## config.mk

```make
export PLATFORM = sky130hd
export DESIGN_NAME = vfc_ctrl
export DESIGN_NICKNAME = d
export VERILOG_FILES = /design/src/shared/vfc_pkg.sv /design/src/rtl/vfc_ctrl.sv
export VERILOG_INCLUDE_DIRS = /design/src /design/src/shared
export SDC_FILE = /design/constraint.sdc
export NUM_CORES = 1
export LEC_CHECK = 0
export ABC_CLOCK_PERIOD_IN_PS = 3050
export BUFFER_PORTS_ARGS = -buffer_cell sky130_fd_sc_hd__buf_4
export CAP_MARGIN = 40
export CORE_UTILIZATION = 42
export CTS_CLUSTER_SIZE = 30
export DETAILED_ROUTE_END_ITERATION = 6
export SLEW_MARGIN = 40
export SYNTH_ARGS = -nofsm -noshare
export SYNTH_HDL_FRONTEND = slang
export SYNTH_SLANG_ARGS = --single-unit
```

## constraint.sdc

```tcl
create_clock -name clk_sys_in -period 3.05 [get_ports clk_sys_in]
set_clock_uncertainty 0.2 [all_clocks]
set_input_delay 0.61 -clock clk_sys_in [delete_from_list [all_inputs] [get_ports clk_sys_in]]
set_output_delay 0.61 -clock clk_sys_in [all_outputs]
set_load 0.1 [all_outputs]
```

## src/shared/vfc_defines.svh

```systemverilog
// Purpose: constants of the video filter control register block
// Assumes: 250 MHz system clock
// Notes:   times in ns, cycle counts derived in the top module
`ifndef VFC_DEFINES_SVH
`define VFC_DEFINES_SVH
`define VFC_CLK_NS        4
`define VFC_T0_MIN_NS     1000
`define VFC_T0_MAX_NS     8000
`define VFC_T1_MIN_NS     24000
`define VFC_T1_MAX_NS     36000
`define VFC_TT_MIN_NS     80000
`define VFC_TT_MAX_NS     120000
`define VFC_READ_LOW_NS   6000
`define VFC_TRIM_NS       1000
`define VFC_ADDR_STEP_NS  10000000
`define VFC_CTRL_RESET    8'h60
`define VFC_CMD_WRITE     2'h0
`define VFC_CMD_READ      2'h1
`define VFC_CMD_BCAST     2'h2
`define VFC_ADDR_MAX      4'hf
`define VFC_TRIM_MID      6'h20
`define VFC_TRIM_TOP      6'h3f
`define VFC_LOW_SAT       15'h7fff
`endif

```

## src/shared/vfc_pkg.sv

```systemverilog
// Purpose: types of the video filter control register block
// Assumes: constants live in vfc_defines.svh
// Notes:   field order is MSB first, first bit on the wire is the LSB
package vfc_pkg;
	typedef struct packed {
		logic sync_pin_dir;
		logic input_select;
		logic filter_in_path;
		logic clamp_level_sel;
		logic hf_gain_hi;
		logic hf_gain_lo;
		logic output_mute;
		logic rsvd;
	} vfc_ctrl_t;

	typedef enum logic [2:0] {
		PK_NONE  = 3'h0,
		PK_ZERO  = 3'h1,
		PK_ONE   = 3'h2,
		PK_TRANS = 3'h3,
		PK_BAD   = 3'h4
	} vfc_pulse_t;

	typedef enum logic [2:0] {
		ST_IDLE = 3'h0,
		ST_CMD  = 3'h1,
		ST_ADDR = 3'h2,
		ST_DATA = 3'h3,
		ST_END  = 3'h4,
		ST_READ = 3'h5,
		ST_RDRV = 3'h6,
		ST_RGAP = 3'h7
	} vfc_state_t;
endpackage : vfc_pkg

```

## src/rtl/vfc_ctrl.sv

```systemverilog
// Purpose: control register, single-wire pulse bus slave, address and trim logic
// Assumes: open-drain data pin resolved outside; rc and trim comparators are async
// Notes:   on-wire frame layout is documented in the hand-over
// Notes on behaviour
// - One 8-bit control register, host-written, drives all channel controls.
// - Sync direction 0 makes sync pin output, 1 makes it input.
// - Input select 0 routes input B, 1 routes input A.
// - Bypass field 1 keeps filter in path, 0 bypasses it.
// - Two-bit boost picks none, 0.45dB, 0.90dB or 1.35dB.
// - Output disable mutes the channel for wired-OR multiplexing.
// - Output disable 0 normal output, 1 high impedance.
// - Clamp field 0 selects 1V, 1 selects 1.5V.
// - Up to 16 devices share the bus, each with its 4-bit address.
// - Host addresses one device or broadcasts to all.
// - Active-low bus, three pulse widths: one, zero, command.
// - Data pin carries transfers both ways.
// - Address derived from external RC time constant.
// - Corner frequency trimmed continuously regardless of register.
`timescale 1ns/1ps
`include "vfc_defines.svh"

module vfc_ctrl #(
	parameter int unsigned T1_MIN_CYC   = (`VFC_T1_MIN_NS + `VFC_CLK_NS - 1) / `VFC_CLK_NS,
	parameter int unsigned T1_MAX_CYC   = `VFC_T1_MAX_NS / `VFC_CLK_NS,
	parameter int unsigned TT_MIN_CYC   = (`VFC_TT_MIN_NS + `VFC_CLK_NS - 1) / `VFC_CLK_NS,
	parameter int unsigned TT_MAX_CYC   = `VFC_TT_MAX_NS / `VFC_CLK_NS,
	parameter int unsigned ADDR_STEP_CYC = `VFC_ADDR_STEP_NS / `VFC_CLK_NS
) (
	input  wire logic       clk_sys_in,
	input  wire logic       sys_rst_in,
	input  wire logic       data_in,
	output logic            data_out_out,
	output logic            data_oe_out,
	input  wire logic       bias_resistor_pin_in,
	input  wire logic       trim_fast_in,
	output logic [5:0]      trim_code_out,
	output logic            sync_pin_dir_out,
	output logic            sync_oe_out,
	output logic            input_select_out,
	output logic            filter_in_path_out,
	output logic            clamp_level_sel_out,
	output logic [1:0]      hf_gain_out,
	output logic            output_mute_out,
	output logic            output_oe_out,
	output logic [3:0]      bus_addr_out,
	output logic            bus_addr_valid_out
);
	localparam int unsigned T0_MIN_CYC   = (`VFC_T0_MIN_NS + `VFC_CLK_NS - 1) / `VFC_CLK_NS;
	localparam int unsigned T0_MAX_CYC   = `VFC_T0_MAX_NS / `VFC_CLK_NS;
	localparam int unsigned READ_LOW_CYC = `VFC_READ_LOW_NS / `VFC_CLK_NS;
	localparam int unsigned TRIM_CYC     = `VFC_TRIM_NS / `VFC_CLK_NS;

	// Synchronisers; stage one is read only by stage two
	logic [2:0]             sy1_r;
	logic [2:0]             sy2_r;
	logic                   line_d_r;
	logic                   line_s;
	logic                   rc_s;
	logic                   fast_s;

	// Idle levels; a high comparator here would freeze the address at zero
	always_ff @(posedge clk_sys_in) begin
		if (sys_rst_in) begin
			sy1_r    <= 3'h1;
			sy2_r    <= 3'h1;
			line_d_r <= 1'b1;
		end else begin
			sy1_r    <= {trim_fast_in, bias_resistor_pin_in, data_in};
			sy2_r    <= sy1_r;
			line_d_r <= sy2_r[0];
		end
	end
	assign line_s = sy2_r[0];
	assign rc_s   = sy2_r[1];
	assign fast_s = sy2_r[2];

	// Pulse width measurement
	vfc_pkg::vfc_state_t    st_r;
	vfc_pkg::vfc_state_t    st_nxt;
	vfc_pkg::vfc_pulse_t    pk;
	logic [14:0]            low_cnt_r;
	logic [14:0]            low_cnt_nxt;
	logic                   own_drive;

	assign own_drive = (st_r == vfc_pkg::ST_RDRV) || (st_r == vfc_pkg::ST_RGAP);

	always_comb begin
		low_cnt_nxt = 15'h0;
		if (!line_s && !own_drive && low_cnt_r != `VFC_LOW_SAT) begin
			low_cnt_nxt = low_cnt_r + 15'h1;
		end else if (!line_s && !own_drive) begin
			low_cnt_nxt = low_cnt_r;
		end
		pk = vfc_pkg::PK_NONE;
		if (line_s && !line_d_r && !own_drive && low_cnt_r != 15'h0) begin
			// Widths between the bands are classed PK_BAD and send a frame in progress back to idle
			if (low_cnt_r >= T0_MIN_CYC && low_cnt_r <= T0_MAX_CYC) begin
				pk = vfc_pkg::PK_ZERO;
			end else if (low_cnt_r >= T1_MIN_CYC && low_cnt_r <= T1_MAX_CYC) begin
				pk = vfc_pkg::PK_ONE;
			end else if (low_cnt_r >= TT_MIN_CYC && low_cnt_r <= TT_MAX_CYC) begin
				pk = vfc_pkg::PK_TRANS;
			end else begin
				pk = vfc_pkg::PK_BAD;
			end
		end
	end

	always_ff @(posedge clk_sys_in) begin
		if (sys_rst_in) begin
			low_cnt_r <= 15'h0;
		end else begin
			low_cnt_r <= low_cnt_nxt;
		end
	end

	// Address from RC charge time after reset
	logic [21:0]            step_cnt_r;
	logic [21:0]            step_cnt_nxt;
	logic [3:0]             addr_r;
	logic [3:0]             addr_nxt;
	logic                   addr_valid_r;
	logic                   addr_valid_nxt;

	always_comb begin
		step_cnt_nxt   = step_cnt_r;
		addr_nxt       = addr_r;
		addr_valid_nxt = addr_valid_r;
		if (!addr_valid_r) begin
			if (rc_s || addr_r == `VFC_ADDR_MAX) begin
				addr_valid_nxt = 1'b1;
			end else if (step_cnt_r == 22'(ADDR_STEP_CYC - 1)) begin
				step_cnt_nxt = 22'h0;
				addr_nxt     = addr_r + 4'h1;
			end else begin
				step_cnt_nxt = step_cnt_r + 22'h1;
			end
		end
	end

	always_ff @(posedge clk_sys_in) begin
		if (sys_rst_in) begin
			step_cnt_r   <= 22'h0;
			addr_r       <= 4'h0;
			addr_valid_r <= 1'b0;
		end else begin
			step_cnt_r   <= step_cnt_nxt;
			addr_r       <= addr_nxt;
			addr_valid_r <= addr_valid_nxt;
		end
	end

	// Frame engine
	vfc_pkg::vfc_ctrl_t     ctrl_r;
	vfc_pkg::vfc_ctrl_t     ctrl_nxt;
	logic [1:0]             cmd_r;
	logic [1:0]             cmd_nxt;
	logic [3:0]             adr_sh_r;
	logic [3:0]             adr_sh_nxt;
	logic [7:0]             dat_r;
	logic [7:0]             dat_nxt;
	logic [2:0]             bit_r;
	logic [2:0]             bit_nxt;
	logic                   bcast_r;
	logic                   bcast_nxt;
	logic [10:0]            drv_cnt_r;
	logic [10:0]            drv_cnt_nxt;
	logic                   bit_pk;
	logic                   bit_val;
	logic                   match;
	logic                   commit;

	assign bit_pk  = (pk == vfc_pkg::PK_ZERO) || (pk == vfc_pkg::PK_ONE);
	assign bit_val = (pk == vfc_pkg::PK_ONE);
	assign match   = addr_valid_r && (adr_sh_nxt == addr_r);
	assign commit  = (st_r == vfc_pkg::ST_END) && (pk == vfc_pkg::PK_TRANS);

	always_comb begin
		st_nxt      = st_r;
		cmd_nxt     = cmd_r;
		adr_sh_nxt  = adr_sh_r;
		dat_nxt     = dat_r;
		bit_nxt     = bit_r;
		bcast_nxt   = bcast_r;
		drv_cnt_nxt = drv_cnt_r;
		ctrl_nxt    = ctrl_r;
		unique case (st_r)
			vfc_pkg::ST_IDLE: begin
				bit_nxt = 3'h0;
				if (pk == vfc_pkg::PK_TRANS) begin
					st_nxt = vfc_pkg::ST_CMD;
				end
			end
			vfc_pkg::ST_CMD: begin
				if (bit_pk) begin
					cmd_nxt = {bit_val, cmd_r[1]};
					bit_nxt = bit_r + 3'h1;
					if (bit_r == 3'h1) begin
						bit_nxt   = 3'h0;
						bcast_nxt = (cmd_nxt == `VFC_CMD_BCAST);
						if (cmd_nxt == `VFC_CMD_BCAST) begin
							st_nxt = vfc_pkg::ST_DATA;
						end else if (cmd_nxt == `VFC_CMD_WRITE || cmd_nxt == `VFC_CMD_READ) begin
							st_nxt = vfc_pkg::ST_ADDR;
						end else begin
							st_nxt = vfc_pkg::ST_IDLE;
						end
					end
				end
			end
			vfc_pkg::ST_ADDR: begin
				if (bit_pk) begin
					adr_sh_nxt = {bit_val, adr_sh_r[3:1]};
					bit_nxt    = bit_r + 3'h1;
					if (bit_r == 3'h3) begin
						bit_nxt = 3'h0;
						if (cmd_r != `VFC_CMD_READ) begin
							st_nxt = vfc_pkg::ST_DATA;
						end else if (match) begin
							st_nxt  = vfc_pkg::ST_READ;
							dat_nxt = ctrl_r;
						end else begin
							st_nxt = vfc_pkg::ST_IDLE;
						end
					end
				end
			end
			vfc_pkg::ST_DATA: begin
				if (bit_pk) begin
					dat_nxt = {bit_val, dat_r[7:1]};
					bit_nxt = bit_r + 3'h1;
					if (bit_r == 3'h7) begin
						st_nxt = vfc_pkg::ST_END;
					end
				end
			end
			vfc_pkg::ST_END: begin
				if (pk != vfc_pkg::PK_NONE) begin
					st_nxt = vfc_pkg::ST_IDLE;
				end
				// Foreign or partial frames never reach here with a match
				if (commit && (bcast_r || (addr_valid_r && adr_sh_r == addr_r))) begin
					ctrl_nxt      = dat_r;
					ctrl_nxt.rsvd = 1'b0;
				end
			end
			vfc_pkg::ST_READ: begin
				if (pk == vfc_pkg::PK_ZERO) begin
					dat_nxt = {1'b0, dat_r[7:1]};
					bit_nxt = bit_r + 3'h1;
					if (!dat_r[0]) begin
						st_nxt      = vfc_pkg::ST_RDRV;
						drv_cnt_nxt = 11'h0;
					end else if (bit_r == 3'h7) begin
						st_nxt = vfc_pkg::ST_IDLE;
					end
				end
			end
			vfc_pkg::ST_RDRV: begin
				drv_cnt_nxt = drv_cnt_r + 11'h1;
				if (drv_cnt_r == 11'(READ_LOW_CYC - 1)) begin
					st_nxt = vfc_pkg::ST_RGAP;
				end
			end
			vfc_pkg::ST_RGAP: begin
				// Wait for our own low to clear the synchroniser
				if (line_s && line_d_r) begin
					st_nxt = (bit_r == 3'h0) ? vfc_pkg::ST_IDLE : vfc_pkg::ST_READ;
				end
			end
		endcase
		if (!own_drive && st_r != vfc_pkg::ST_IDLE && st_r != vfc_pkg::ST_END) begin
			if (pk == vfc_pkg::PK_TRANS) begin
				st_nxt  = vfc_pkg::ST_CMD;
				bit_nxt = 3'h0;
			end else if (pk == vfc_pkg::PK_BAD) begin
				st_nxt = vfc_pkg::ST_IDLE;
			end
		end
	end

	always_ff @(posedge clk_sys_in) begin
		if (sys_rst_in) begin
			st_r      <= vfc_pkg::ST_IDLE;
			cmd_r     <= 2'h0;
			adr_sh_r  <= 4'h0;
			dat_r     <= 8'h00;
			bit_r     <= 3'h0;
			bcast_r   <= 1'b0;
			drv_cnt_r <= 11'h0;
			ctrl_r    <= `VFC_CTRL_RESET;
		end else begin
			st_r      <= st_nxt;
			cmd_r     <= cmd_nxt;
			adr_sh_r  <= adr_sh_nxt;
			dat_r     <= dat_nxt;
			bit_r     <= bit_nxt;
			bcast_r   <= bcast_nxt;
			drv_cnt_r <= drv_cnt_nxt;
			ctrl_r    <= ctrl_nxt;
		end
	end

	// Continuous corner trim, independent of the register
	logic [7:0]             trim_cnt_r;
	logic [7:0]             trim_cnt_nxt;
	logic [5:0]             trim_r;
	logic [5:0]             trim_nxt;
	logic                   trim_tick;

	assign trim_tick = (trim_cnt_r == 8'(TRIM_CYC - 1));

	always_comb begin
		trim_cnt_nxt = trim_tick ? 8'h0 : trim_cnt_r + 8'h1;
		trim_nxt     = trim_r;
		if (trim_tick && fast_s && trim_r != 6'h0) begin
			trim_nxt = trim_r - 6'h1;
		end else if (trim_tick && !fast_s && trim_r != `VFC_TRIM_TOP) begin
			trim_nxt = trim_r + 6'h1;
		end
	end

	always_ff @(posedge clk_sys_in) begin
		if (sys_rst_in) begin
			trim_cnt_r <= 8'h0;
			trim_r     <= `VFC_TRIM_MID;
		end else begin
			trim_cnt_r <= trim_cnt_nxt;
			trim_r     <= trim_nxt;
		end
	end

	// Pin and control outputs, all decoded from flip-flops except data_out_out, which is tied low
	assign data_out_out        = 1'b0;
	assign data_oe_out         = (st_r == vfc_pkg::ST_RDRV);
	assign trim_code_out       = trim_r;
	assign sync_pin_dir_out    = ctrl_r.sync_pin_dir;
	assign sync_oe_out         = !ctrl_r.sync_pin_dir;
	assign input_select_out    = ctrl_r.input_select;
	assign filter_in_path_out  = ctrl_r.filter_in_path;
	assign clamp_level_sel_out = ctrl_r.clamp_level_sel;
	assign hf_gain_out         = {ctrl_r.hf_gain_hi, ctrl_r.hf_gain_lo};
	assign output_mute_out     = ctrl_r.output_mute;
	assign output_oe_out       = !ctrl_r.output_mute;
	assign bus_addr_out        = addr_r;
	assign bus_addr_valid_out  = addr_valid_r;

	AST_RESET_VAL: assert property (@(posedge clk_sys_in)
		sys_rst_in |=> (ctrl_r == `VFC_CTRL_RESET)) else $error("bad reset value");
	AST_HOLD: assert property (@(posedge clk_sys_in) disable iff (sys_rst_in)
		!commit |=> $stable(ctrl_r)) else $error("register changed without frame");
	AST_COMMIT_SRC: assert property (@(posedge clk_sys_in) disable iff (sys_rst_in)
		(ctrl_nxt != ctrl_r) |-> (bcast_r || (addr_valid_r && adr_sh_r == addr_r)))
		else $error("foreign write");
	AST_DIR_PINS: assert property (@(posedge clk_sys_in) disable iff (sys_rst_in)
		(sync_oe_out != sync_pin_dir_out) && (output_oe_out != output_mute_out))
		else $error("pin direction mismatch");
	AST_ONE_BAND: assert property (@(posedge clk_sys_in) disable iff (sys_rst_in)
		(pk == vfc_pkg::PK_ONE) |-> (low_cnt_r >= T1_MIN_CYC && low_cnt_r <= T1_MAX_CYC))
		else $error("one pulse out of band");
	AST_DRV_LEN: assert property (@(posedge clk_sys_in) disable iff (sys_rst_in)
		$fell(data_oe_out) |-> ($past(drv_cnt_r) == 11'(READ_LOW_CYC - 1)))
		else $error("read drive length wrong");
	AST_DRV_SRC: assert property (@(posedge clk_sys_in) disable iff (sys_rst_in)
		$rose(data_oe_out) |-> ($past(st_r) == vfc_pkg::ST_READ && $past(pk) == vfc_pkg::PK_ZERO))
		else $error("drive without prompt");
	AST_ADDR_HOLD: assert property (@(posedge clk_sys_in) disable iff (sys_rst_in)
		addr_valid_r |=> ($stable(addr_r) && addr_valid_r)) else $error("address moved");
	AST_TRIM_STEP: assert property (@(posedge clk_sys_in) disable iff (sys_rst_in)
		(trim_tick && !fast_s && trim_r != `VFC_TRIM_TOP) |=> (trim_r == $past(trim_r) + 6'h1))
		else $error("trim did not step");

	COV_UNICAST: cover property (@(posedge clk_sys_in) disable iff (sys_rst_in)
		commit && !bcast_r && adr_sh_r == addr_r);
	COV_BCAST: cover property (@(posedge clk_sys_in) disable iff (sys_rst_in)
		commit && bcast_r);
	COV_READ: cover property (@(posedge clk_sys_in) disable iff (sys_rst_in)
		$rose(data_oe_out));
	COV_BAD: cover property (@(posedge clk_sys_in) disable iff (sys_rst_in)
		pk == vfc_pkg::PK_BAD);
endmodule : vfc_ctrl

```

==> key figures <==
Outcome
  • Status: finished clean

Critical path
  • Setup CP Type: flip-flop to flip-flop
  • Worst path arrival time: 2.92 ns
  • Reg-to-reg slack, setup: 0.19 ns
  • Req. time, crit path: 3.12 ns
  • Setup crit end kind: flip-flop
  • Critical-path maximum fanout: 5
  • Startpoint types: flip-flop

Placed design
  • Port bufs: 25
  • Final HPWL DP: 9.12 mm
  • Post-Place Cell Area: 6170 µm²
  • RD Place Congestion: 0.910
  • Placed cells: 885

Synthesis
  • Number of flops mapped to enable cells by yosys: 0
  • Syn Area/Cell: 8.31 µm²
  • Synth Register Bits: 102
  • Post-Syn Instances: 691
  • Unique masters post-synth: 71
  • Asr flop ratio synth: 0
  • Mapped Area: 5740 µm²
  • Sequential share of the synthesized area: 0.356
  • Post-synth top flop: dfxtp_1
  • Number of synthesis warnings: 0
  • Syn nets: 715

Clocking
  • Worst-case clock buffer depth: 2
  • CTS clk-pin slew, worst paths: 0.07 ns
  • CTS H-tree depth: 3
  • CTS tree: built
  • Worst skew pair latency: 0.35 ns
  • CTS Hold Bufs: 0
  • Total CTS buffers: 9
  • CTS root buf: clkbuf_16
  • Clock sink total: 102

Drt
  • Detailed-route via count: 4929
  • Post-route ant nets: 0
  • Routed Wire Length: 12.7 mm
  • WL/cell: 14.1 µm
  • Via density: 5.44
  • Drt first pass iters: 4
  • DR DRC count: 0
  • DR iter-0 viols: 343

Timing
  • Final setup violation count: 0
  • Setup tns final: 0 ns
  • Fin crit share: 0.937
  • Max-slew headroom: 0.482
  • Fin crit period: 2.86 ns
  • Fmax: 350 MHz
  • Fin. Hold Viols: 0
  • Slew Limit Fails: 0
  • Slew at the pin closest to its max-slew limit: 0.772 ns
  • Smallest hold slack: 0.217 ns

Global routing
  • Initial antenna violation count: 0
  • Tot GR Track Use: 0.188
  • Vias in the first global route: 4594
  • Grt total ovfl: 0
  • Largest net degree at the start of global routing: 43
  • Global-route wire length before repair: 21.8 mm

Power
  • Power Dens Cells: 400 nW/µm²
  • Proportion of power drawn by the clock network: 0.451
  • Power share of the combinational group: 0.031
  • Leak: 2.40 nW
  • Max rail drop VDD: 0.507 mV
  • Seq pwr share: 0.518
  • Int Power: 2.04 mW
  • Switching power: 0.585 mW
  • Net Sw Frac: 0.223

Layout
  • Finished Layout Cells: 906
  • Antenna cell count: 0
  • Fill count: 1303
  • Synth-to-layout area growth: 14.0%
  • Share of cells above drive strength 1: 0.155
  • Fin nets: 750
  • Design Area, Final: 6550 µm²

Floorplanning
  • Die Area: 14100 µm²
  • # IOs: 27
  • Chip width: 119 µm
  • Die Ht: 119 µm
  • Rows: 42
  • Initial Util: 0.432
  • Core Footprint: 13300 µm²

Run
  • Maximum capacitance violations: 0

Min path
  • Worst hold path type: flip-flop to flip-flop
-- layout by cell type, fill, tap and decap left out, types with 15 or more instances in the layout --
master and n:
ha_1 18, inv_1 22, a21oi_1 30, nor3_1 21, nand4_1 21, nand2_1 54, buf_4 55, mux2i_1 18
o21ai_0 23, nor2_1 104, nand2b_1 15, nand3_1 31, dfxtp_1 87, xor2_1 30, xnor2_1 19
-- power by group through the flow --
stage | Sequential, mW | Combinational [mW] | Clock [mW]
final | 1.36 | 0.0816 | 1.18
after global routing | 1.36 | 0.0922 | 1.27
after CTS | 1.36 | 0.0827 | 1.22
after detailed placement | 1.39 | 0.0818 | 0
after global placement | 1.39 | 0.0802 | 0
after floorplan | 1.39 | 0.0562 | 0
-- per-layer routing --
metal  vias to the layer above  wire [µm]  GRT usage
li1                       2514          -          -
met1                      2311       5960      0.246
met2                        86       6110      0.301
met3                        18        461     0.0450
met4                         0        201     0.0680
met5                         -          0          0
-- critical path, stage by stage (launching register included) --
cell and delay [ns]:
dfxtp_1 0.35, nor4_4 0.39, o31a_1 0.25, o22ai_4 0.11, buf_4 0.17, a21boi_4 0.20, a211oi_1 0.11, nor4_4 0.30
a21oi_1 0.10, or3b_1 0.40, a21oi_1 0.20
-- synthesized netlist by cell type (3+ instances only) --
cell type	n	area, µm²
nand4_1	21	131
nor3_1	21	105
ha_1	18	225
nor2b_1	10	62.6
dfxtp_1	102	2040
or3_1	8	50.1
a21oi_1	30	150
xor2_1	30	263
nor3b_1	4	30.0
and2_1	7	43.8
a31oi_1	5	31.3
o21ai_0	25	125
o21ai_1	4	20.0
inv_1	22	82.6
nor4_1	9	56.3
nand2b_1	15	93.8
nor3_2	3	30.0
and4_1	3	26.3
buf_4	5	37.5
xnor2_1	19	166
nand2_1	54	203
buf_2	7	35.0
a21o_1	5	37.5
buf_6	3	33.8
nand3_1	31	155
clkbuf_1	16	60.1
a211oi_1	13	97.6
o31ai_1	3	22.5
o21a_1	3	22.5
nand4b_1	6	52.6
or2_2	5	31.3
a22oi_1	7	52.6
mux2i_1	18	180
nor2_1	105	394
and3_1	10	62.6
-- cell families after synthesis --
| logic type | Yosys count | share of synthesized area |
|---|---|---|
| AO/OA/AOI/OAI | 122 | 0.156 |
| XOR/XNOR | 49 | 0.0747 |
| adder cells (fa/ha/maj) | 19 | 0.0427 |
| buffers and inverters | 54 | 0.0440 |
| flip-flops | 102 | 0.356 |
| multiplexers | 18 | 0.0314 |
| other | 1 | 0.000653 |
| AND/OR/NAND/NOR | 326 | 0.295 |
-- metrics by stage --
step	power (mW)	setup WS [ns]	util
4_1_cts	2.66	0.0477	0.487
6_report	2.62	0.192	0.492
3_5_place_dp	1.47	0.0939	0.464
5_1_grt	2.72	-0.00220	0.492
3_3_place_gp	1.47	0.173	0.464
2_1_floorplan	1.45	0.0582	-
-- sequential cells by signal (all words and copies together) (netlist names), 3 cells and up --
register	count
drv_cnt_r	11
sy2_r	3
dat_r	8
trim_cnt_r	8
adr_sh_r	4
bit_r	3
sy1_r	3
step_cnt_r	22
trim_code_out	6
st_r	3
bus_addr_out	4
low_cnt_r	15
-- worst paths after layout --
kind	from	endpoint	cells after the start
worst max-delay path	low_cnt_r[11]$_SDFFE_PP0P_	st_r[0]$_SDFF_PP0_	10
worst min-delay path	sy1_r[0]$_SDFF_PP1_	sy2_r[0]$_SDFF_PP1_	1
worst max register to register	low_cnt_r[11]$_SDFFE_PP0P_	st_r[0]$_SDFF_PP0_	10
worst min register to register	sy1_r[0]$_SDFF_PP1_	sy2_r[0]$_SDFF_PP1_	1
-- final cells by class --
type | count | area [µm²] | share of cell area
inverters | 23 | 86.3 | 0.0132
repair buffers | 55 | 413 | 0.0631
flip-flops and latches | 102 | 2070 | 0.316
clock buffers | 10 | 239 | 0.0365
clock inverters | 5 | 66.3 | 0.0101
well taps | 176 | 220 | 0.0336
multi-input cells | 535 | 3460 | 0.528
-- what timing repair did --
item	4_1_cts	5_1_grt
setup buffers	0	6
endpoints found under the hold margin	0	0
endpoints found under the setup margin	0	12
gates resized for setup	0	16
(Power assumes the default switching activity.)
